$ cat src/design/serial_rx_pkg.sv
// constants and carriers for the serial receiver word output and link status block
// assumes a decoder upstream that splits each received word into code field, payload and flag
package serial_rx_pkg;

  // ---------------------------------------------------------------------------
  // register map (byte addresses)
  // ---------------------------------------------------------------------------
  localparam logic [7:0] REG_CTRL   = 8'h00;
  localparam logic [7:0] REG_STATE  = 8'h04;
  localparam logic [7:0] REG_IRQ    = 8'h08;
  localparam logic [7:0] REG_MASK   = 8'h0c;
  localparam logic [7:0] REG_WORD   = 8'h10;

  // ---------------------------------------------------------------------------
  // control bits
  // ---------------------------------------------------------------------------
  localparam int         CTRL_W          = 3;
  localparam int         CTRL_FLAG_EN    = 0;
  localparam int         CTRL_ESMPX      = 1;
  localparam int         CTRL_LOCAL_SYNC = 2;
  localparam logic [2:0] CTRL_RST        = 3'h2;

  // ---------------------------------------------------------------------------
  // interrupt status / mask bits
  // ---------------------------------------------------------------------------
  localparam int         IRQ_W      = 4;
  localparam int         IRQ_ERR    = 0;
  localparam int         IRQ_UP     = 1;
  localparam int         IRQ_DOWN   = 2;
  localparam int         IRQ_SLIP   = 3;
  localparam logic [3:0] MASK_RST   = 4'h0;

  // ---------------------------------------------------------------------------
  // link qualification
  // ---------------------------------------------------------------------------
  localparam int         WORD_W      = 16;
  localparam int         CWORD_W     = 14;
  localparam logic [7:0] READY_RUN   = 8'h40;
  localparam logic [1:0] ERR_LIMIT   = 2'h2;

  // code field patterns, both polarities of the conditional inversion
  localparam logic [3:0] CODE_DATA_P = 4'h5;
  localparam logic [3:0] CODE_DATA_N = 4'ha;
  localparam logic [3:0] CODE_CTRL_P = 4'h3;
  localparam logic [3:0] CODE_CTRL_N = 4'hc;
  localparam logic [3:0] CODE_IDLE_P = 4'h6;
  localparam logic [3:0] CODE_IDLE_N = 4'h9;

  // ---------------------------------------------------------------------------
  // carriers
  // ---------------------------------------------------------------------------
  typedef struct packed {
    logic [3:0]        code;
    logic [WORD_W-1:0] payload;
    logic              flag;
  } rxWord_t;

  typedef struct packed {
    logic [WORD_W-1:0] word;
    logic              flag;
    logic              dataValid;
    logic              ctrlValid;
    logic              error;
    logic              ready;
  } rxOut_t;

endpackage

$ cat src/design/serial_rx_word_output_status.sv
// receiver word output and link status, with an apb register slave and interrupt
// assumes decodedWord changes on the falling edge of recoveredWordClock and is
// stable at its rising edge; both link clocks are far slower than clk
//
// Summary of operation
// - flag enable presents flag as seventeenth bit
// - enhanced mode descrambles the flag bit
// - local sync times outputs by reference clock
// - local sync flags word slips against reference edge
// - data valid marks data word outputs
// - control valid marks fourteen-bit control word
// - flag carries transmitted flag when enabled
// - ready after 64 error-free consecutive words
// - enhanced mode also checks flag toggling when flag enable is off
// - ready drops on two errors or toggle miss
// - error flags words of no valid encoding
// - local sync launches word and status outputs on reference
// - else launch on falling edge, inverse clock
//
// Chosen here: register access over APB and the address map.
`timescale 1ns/100ps

module serial_rx_word_output_status
  import serial_rx_pkg::*;
(
  input  wire logic              clk,
  input  wire logic              rst_b,
  input  wire logic              psel,
  input  wire logic              penable,
  input  wire logic              pwrite,
  input  wire logic [7:0]        paddr,
  input  wire logic [31:0]       pwdata,
  output logic      [31:0]       prdata,
  output logic                   pready,
  output logic                   pslverr,
  input  wire logic              recoveredWordClock,
  input  wire logic              localReferenceClock,
  input  wire rxWord_t           decodedWord,
  output logic      [WORD_W-1:0] rxWord,
  output logic                   flagBitOut,
  output logic                   dataWordValid,
  output logic                   controlWordValid,
  output logic                   linkReady,
  output logic                   wordError,
  output logic                   wordSlipOut,
  output logic                   recoveredWordClockOut,
  output logic                   recoveredWordClockInverted,
  output logic                   irq
);

  // ---------------------------------------------------------------------------
  // state
  // ---------------------------------------------------------------------------
  // one record for every flop keeps the reset and the register step in one place
  typedef struct packed {
    logic              recSync1;
    logic              recSync2;
    logic              recPrev;
    logic              refSync1;
    logic              refSync2;
    logic              refPrev;
    rxWord_t           wordSync1;
    rxWord_t           wordSync2;
    logic [CTRL_W-1:0] ctrl;
    logic [IRQ_W-1:0]  irqStatus;
    logic [IRQ_W-1:0]  irqMask;
    rxOut_t            hold;
    rxOut_t            out;
    logic              slip;
    logic [1:0]        pend;
    logic              ready;
    logic [7:0]        runCount;
    logic [1:0]        errRun;
    logic              lastFlag;
    logic              seenData;
    logic              scramble;
    logic              clkOut;
    logic              clkInv;
    logic [31:0]       prdata;
    logic              pready;
    logic              pslverr;
    logic              irq;
  } state_t;

  state_t state;
  state_t next_state;

  // ---------------------------------------------------------------------------
  // decode signals
  // ---------------------------------------------------------------------------
  logic              recRise;
  logic              recFall;
  logic              refRise;
  logic              flagEn;
  logic              esmpx;
  logic              localSync;
  logic              isData;
  logic              isCtrl;
  logic              isIdle;
  logic              invalid;
  logic              descFlag;
  logic              toggleMiss;
  logic              launch;
  logic              phaseOff;
  logic [IRQ_W-1:0]  events;
  logic              apbAccess;
  logic              apbDone;
  logic [1:0]        errNext;

  always_comb
  begin
    next_state = state;
    events     = '0;
    phaseOff   = 1'b0;

    // -------------------------------------------------------------------------
    // link side sampling
    // -------------------------------------------------------------------------
    // data words take the same two stages as the clock, so they stay aligned
    next_state.recSync1  = recoveredWordClock;
    next_state.recSync2  = state.recSync1;
    next_state.recPrev   = state.recSync2;
    next_state.refSync1  = localReferenceClock;
    next_state.refSync2  = state.refSync1;
    next_state.refPrev   = state.refSync2;
    next_state.wordSync1 = decodedWord;
    next_state.wordSync2 = state.wordSync1;
    recRise = state.recSync2 & ~state.recPrev;
    recFall = ~state.recSync2 & state.recPrev;
    refRise = state.refSync2 & ~state.refPrev;

    flagEn    = state.ctrl[CTRL_FLAG_EN];
    esmpx     = state.ctrl[CTRL_ESMPX];
    localSync = state.ctrl[CTRL_LOCAL_SYNC];

    // -------------------------------------------------------------------------
    // word classification
    // -------------------------------------------------------------------------
    isData  = (state.wordSync2.code == CODE_DATA_P) || (state.wordSync2.code == CODE_DATA_N);
    isCtrl  = (state.wordSync2.code == CODE_CTRL_P) || (state.wordSync2.code == CODE_CTRL_N);
    isIdle  = (state.wordSync2.code == CODE_IDLE_P) || (state.wordSync2.code == CODE_IDLE_N);
    invalid = ~(isData | isCtrl | isIdle);

    // scrambling key alternates per data word; the far end must run the same mode
    descFlag = esmpx ? (state.wordSync2.flag ^ state.scramble) : state.wordSync2.flag;
    // an unused flag must alternate, so a repeat means lost alignment; the first
    // data word after reset has nothing to compare with and is never a miss
    toggleMiss = esmpx & ~flagEn & isData & state.seenData
               & (descFlag == state.lastFlag);
    errNext = (state.errRun == ERR_LIMIT) ? ERR_LIMIT : state.errRun + 2'h1;

    // -------------------------------------------------------------------------
    // capture on recovered rising edge
    // -------------------------------------------------------------------------
    if (recRise)
    begin
      next_state.hold.dataValid = isData;
      next_state.hold.ctrlValid = isCtrl;
      next_state.hold.error     = invalid;
      if (isData)
        next_state.hold.word = state.wordSync2.payload;
      else if (isCtrl)
        next_state.hold.word = {2'h0, state.wordSync2.payload[CWORD_W-1:0]};
      else
        next_state.hold.word = '0;
      // control words carry no flag
      next_state.hold.flag = flagEn & isData & descFlag;
      if (isData)
      begin
        next_state.lastFlag = descFlag;
        next_state.seenData = 1'b1;
        next_state.scramble = ~state.scramble;
      end
      // a single bad word only restarts the run; two in a row drop ready
      if (invalid)
      begin
        next_state.errRun   = errNext;
        next_state.runCount = '0;
        if (errNext == ERR_LIMIT)
          next_state.ready = 1'b0;
      end
      else if (toggleMiss)
      begin
        next_state.errRun   = '0;
        next_state.runCount = '0;
        next_state.ready    = 1'b0;
      end
      else
      begin
        next_state.errRun = '0;
        if (state.runCount != READY_RUN)
          next_state.runCount = state.runCount + 8'h1;
        if (state.runCount + 8'h1 >= READY_RUN)
          next_state.ready = 1'b1;
      end
      next_state.hold.ready = next_state.ready;
      events[IRQ_ERR]  = invalid;
      events[IRQ_UP]   = next_state.ready & ~state.ready;
      events[IRQ_DOWN] = ~next_state.ready & state.ready;
    end

    // -------------------------------------------------------------------------
    // launch: reference rising edge, or recovered falling edge
    // -------------------------------------------------------------------------
    // outputs hold between launches so the reader always sees a steady word
    launch = localSync ? refRise : recFall;
    if (launch)
    begin
      next_state.out = state.hold;
      // exactly one capture per reference period keeps the word in phase; a second
      // capture, a missing one or one that lands on the launch cycle means a
      // word was skipped or shown twice
      phaseOff        = (state.pend != 2'h1) || recRise;
      next_state.slip = localSync & state.ready & phaseOff;
      next_state.pend = recRise ? 2'h1 : 2'h0;
      events[IRQ_SLIP] = next_state.slip;
    end
    else if (recRise && state.pend != 2'h3)
      next_state.pend = state.pend + 2'h1;

    next_state.clkOut = state.recSync2;
    next_state.clkInv = ~state.recSync2;

    // -------------------------------------------------------------------------
    // apb slave, one wait state
    // -------------------------------------------------------------------------
    apbAccess = psel & penable & ~state.pready;
    apbDone   = psel & penable & state.pready;
    next_state.pready  = apbAccess;
    // the error answer stands only beside its pready
    next_state.pslverr = 1'b0;
    // prdata keeps its last answer, which the read-clear below relies on
    if (apbAccess)
    begin
      next_state.prdata  = '0;
      if (paddr == REG_CTRL)
        next_state.prdata[CTRL_W-1:0] = state.ctrl;
      else if (paddr == REG_STATE)
        next_state.prdata[7:0] = {state.runCount[6:0], state.ready};
      else if (paddr == REG_IRQ)
        next_state.prdata[IRQ_W-1:0] = state.irqStatus;
      else if (paddr == REG_MASK)
        next_state.prdata[IRQ_W-1:0] = state.irqMask;
      else if (paddr == REG_WORD)
        next_state.prdata[WORD_W+1:0] = {state.out.flag, state.out.dataValid, state.out.word};
      else
        next_state.pslverr = 1'b1;
    end
    if (apbDone && pwrite)
    begin
      if (paddr == REG_CTRL)
        next_state.ctrl = pwdata[CTRL_W-1:0];
      else if (paddr == REG_MASK)
        next_state.irqMask = pwdata[IRQ_W-1:0];
    end

    // -------------------------------------------------------------------------
    // interrupts
    // -------------------------------------------------------------------------
    // only bits already reported are cleared; new events win
    if (apbDone && !pwrite && paddr == REG_IRQ)
      next_state.irqStatus = state.irqStatus & ~state.prdata[IRQ_W-1:0];
    next_state.irqStatus = next_state.irqStatus | events;
    next_state.irq       = |(next_state.irqStatus & next_state.irqMask);
  end

  // ---------------------------------------------------------------------------
  // registers
  // ---------------------------------------------------------------------------
  // control comes up with enhanced mode on, so a matching far end qualifies at once
  always_ff @(posedge clk or negedge rst_b)
  begin
    if (!rst_b)
    begin
      state         <= '0;
      state.ctrl    <= CTRL_RST;
      state.irqMask <= MASK_RST;
    end
    else
      state <= next_state;
  end

  // ---------------------------------------------------------------------------
  // outputs
  // ---------------------------------------------------------------------------
  assign prdata                     = state.prdata;
  assign pready                     = state.pready;
  assign pslverr                    = state.pslverr;
  assign rxWord                     = state.out.word;
  assign flagBitOut                 = state.out.flag;
  assign dataWordValid              = state.out.dataValid;
  assign controlWordValid           = state.out.ctrlValid;
  assign linkReady                  = state.out.ready;
  assign wordError                  = state.out.error;
  assign wordSlipOut                = state.slip;
  assign recoveredWordClockOut      = state.clkOut;
  assign recoveredWordClockInverted = state.clkInv;
  assign irq                        = state.irq;

endmodule

$ cat config.mk
export PLATFORM = sky130hd
export DESIGN_NAME = serial_rx_word_output_status
export DESIGN_NICKNAME = d
export VERILOG_FILES = /design/src/design/serial_rx_pkg.sv /design/src/design/serial_rx_word_output_status.sv
export SDC_FILE = /design/constraint.sdc
export NUM_CORES = 1
export LEC_CHECK = 0
export BUFFER_PORTS_ARGS = -buffer_cell sky130_fd_sc_hd__buf_2
export CAP_MARGIN = 30
export CORE_UTILIZATION = 49
export CTS_CLUSTER_SIZE = 16
export DETAILED_ROUTE_END_ITERATION = 7
export PLACE_DENSITY = 0.78
export SKIP_CTS_REPAIR_TIMING = 1
export SLEW_MARGIN = 30
export SYNTH_ARGS = -nofsm -noshare
export SYNTH_HDL_FRONTEND = slang
export SYNTH_SLANG_ARGS = --single-unit
$ cat constraint.sdc
create_clock -name clk -period 3.49 [get_ports clk]
set_input_delay 0.349 -clock clk [delete_from_list [all_inputs] [get_ports clk]]
set_output_delay 0.349 -clock clk [all_outputs]
set_load 0.05 [all_outputs]
==> results.json <==
{
  "status": "finished with violations",
  "failed_checks": "hold timing",
  "drcViolationCount": 0,
  "hold_class": "input port to async pin",
  "syn_to_final_growth_pct": 14.8,
  "period_share": 0.631,
  "ir_drop_mv": 0.452,
  "drv_slew": 0,
  "final_net_count": 575,
  "syn_area_per_cell_um2": 12.7,
  "hpwl_um": 7460,
  "clockBufferDepth": 2,
  "cts-htree-levels": 4,
  "worst_slew_pin_slew_ns": 0.905,
  "total_power_mw": 4.07,
  "cp_max_fo": 18,
  "antenna_left": 0,
  "critPathMaxStageDelay_ns": 0.72,
  "fin_ws_ns": 1.29,
  "max_freq_mhz": 454,
  "track_usage": 0.199,
  "fill_cells": 949,
  "p_leak_nw": 3.22,
  "coreArea_um2": 11400,
  "start_kind": "register",
  "synth.area.top_cells": "dfrtp_1, buf_4, mux2_2",
  "antenna_found_initial": 0,
  "ys_warn_count": 0,
  "hold_viol": 44,
  "clk_latency_ns": 0.42,
  "synth-seq-area-share": 0.608,
  "end_kind": "register",
  "ys_ff_latch": 139,
  "synth_ff_type": "dfrtp_1",
  "dp_slack_ns": 1.04,
  "fin_setup_tns_ns": 0,
  "fin_util": 0.575,
  "crit_slowest_cell": "nor3_2",
  "required_ns": 3.84,
  "dp.cells": 626,
  "cts_tree": "built",
  "drtIter0Drc": 188,
  "firstDrtPassIters": 4,
  "synth_edf_count": 0,
  "post_drt_wl_per_cell_um": 16.4,
  "globalplace.congestion": 0.855,
  "dieArea_um2": 12100,
  "start_util": 0.501,
  "cap_viol_max_count": 0,
  "clock_skew_ns": 0.00981,
  "powerDensity_nw_per_um2": 620,
  "fin_cells": 658,
  "ctsRootBufferMaster": "clkbuf_16",
  "viasPerCell": 5.31,
  "dpl_cell_area_um2": 5970,
  "syn_area_um2": 5730,
  "relSlewSlack": 0.394,
  "holdWs_ns": -0.0658,
  "grt_pass1_vias": 3434,
  "yosysTopAreaCell": "dfrtp_1",
  "rsz0062_at_grt": "false",
  "async_flop_share": 1.00,
  "cts_made_buffers": 17,
  "die_h_um": 110,
  "port_buffers": 84,
  "die_w_um": 110,
  "antenna_cells": 0,
  "rows": 39,
  "grt_max_degree": 86,
  "overflow": 0,
  "wl_um": 10800,
  "finalCriticalPeriod_ns": 2.20,
  "path_cells": "nand2b_1, buf_4, nor3_2, a22o_1",
  "drive_gt1_frac": 0.307,
  "grt_pass1_wl_um": 17300,
  "crit_arrival_ns": 2.56,
  "synth_cell_types": 61,
  "io_pins": 127,
  "postSynthCellCount": 451,
  "cts.clk_slew.worst_paths_ns": 0.06,
  "final_area_um2": 6570,
  "setup_viol": 0,
  "clock_sinks": 139,
  "critPathKind": "register to register",
  "routed-via-count": 3493,
  "synth.top_cell.area_share": 0.603
}
==> layout make-up <==
cell class / count / area, um2 / share of cell area
Clock inverter: 13 / 155 / 0.0236
Inverter: 13 / 48.8 / 0.00743
Clock buffer: 19 / 443 / 0.0674
Multi-Input combinational cell: 242 / 1800 / 0.274
Tap cell: 143 / 179 / 0.0272
Timing Repair Buffer: 89 / 464 / 0.0707
Sequential cell: 139 / 3480 / 0.530
==> cells in the mapped netlist, types with 2 or more instances <==
cell       instances
nor3_1             3
nor3b_1            2
o31ai_1            4
or2_2              3
a32o_1             3
nor2b_1            7
a221o_1            2
nor4bb_1           2
o21ai_1            3
a211oi_1           2
nor4_1             3
o21ai_0           16
nand4_1            2
and2_1             3
nand3b_1           4
buf_1              2
dfrtp_1          138
buf_4             48
mux2i_1            4
ha_1               5
inv_1             13
o21a_1             2
o22ai_1            3
a22oi_1            6
xor2_1             6
mux2_2            28
a31oi_1            2
nand4bb_1          2
a22o_1            33
buf_2              5
o2bb2ai_1          2
clkbuf_1          14
xnor2_1            3
and3_1             4
nand3_1            6
nor2_1             9
nand2b_1           3
nand2_1           20
a21oi_1           10
a21o_1             3
==> critical path, delay by kind of cell, from the launching register on <==
kind	cells	cell delay, ns
AOI/OAI and AO/OA	1	0.23
buffers and inverters	1	0.34
DFF	1	0.42
and+or+nand+nor	2	1.15
==> state kept, by name, indices dropped and copies added, names as in the netlist, 16 cells and up <==
name        cells
rxWord         16
state          66
prdata         18
next_state     25
==> kinds of logic after synthesis <==
kind of cell,synth area share
xor gates and xnor gates,0.0179
buffers and inverters,0.0872
other,0.000655
muxes,0.0621
and+or+nand+nor,0.0892
adders and majority gates,0.0109
AOI/OAI and AO/OA,0.124
DFF,0.608
==> layout by cell type, fill, tap and decap left out, types with 4 or more instances in the layout <==
master | synthesis | final
clkbuf_16 | 0 | 17
buf_4 | 48 | 5
and3_1 | 4 | 4
inv_6 | 0 | 5
a22o_1 | 33 | 33
buf_2 | 5 | 83
dfrtp_1 | 138 | 138
nor2_1 | 9 | 9
conb_1 | 1 | 14
inv_1 | 13 | 13
mux2_2 | 28 | 28
o31ai_1 | 4 | 4
nor2b_1 | 7 | 7
nand3b_1 | 4 | 4
nand3_1 | 6 | 6
mux2i_1 | 4 | 4
o21ai_0 | 16 | 16
xor2_1 | 6 | 6
a21oi_1 | 10 | 10
a22oi_1 | 6 | 6
nand2_1 | 20 | 20
ha_1 | 5 | 5
==> per-layer routing <==
layer	part of all wire	wire, um	GRT usage	vias to the layer above
met5	0	0	0	-
met4	0.017	179	0.0865	0
met3	0.059	630	0.0606	18
met2	0.47	5090	0.303	100
met1	0.45	4870	0.264	1730
li1	-	-	-	1645
==> where the power goes <==
| part | switching, mW | internal (mW) | total (mW) | leakage [nW] |
|---|---|---|---|---|
| sequential | 0.0792 | 1.72 | 1.80 | 1.78 |
| clock | 0.709 | 1.09 | 1.80 | 0.284 |
| combinational | 0.320 | 0.152 | 0.471 | 1.17 |
==> worst paths after layout <==
path	end	slack, ns	from	cells after the start
worst max-delay path	state[83]	1.29	recoveredWordClockOut	4
worst min-delay path	prdata[10]	-0.07	rst_b	1
worst max register to register	state[83]	1.29	recoveredWordClockOut	4
worst min register to register	state[110]	0.35	next_state[110]	0
max in group asynchronous	esmpx	2.62	rst_b	2
min in group clk	next_state[150]	0.03	localReferenceClock	1
Note: power is estimated with default switching activity, not from simulation.
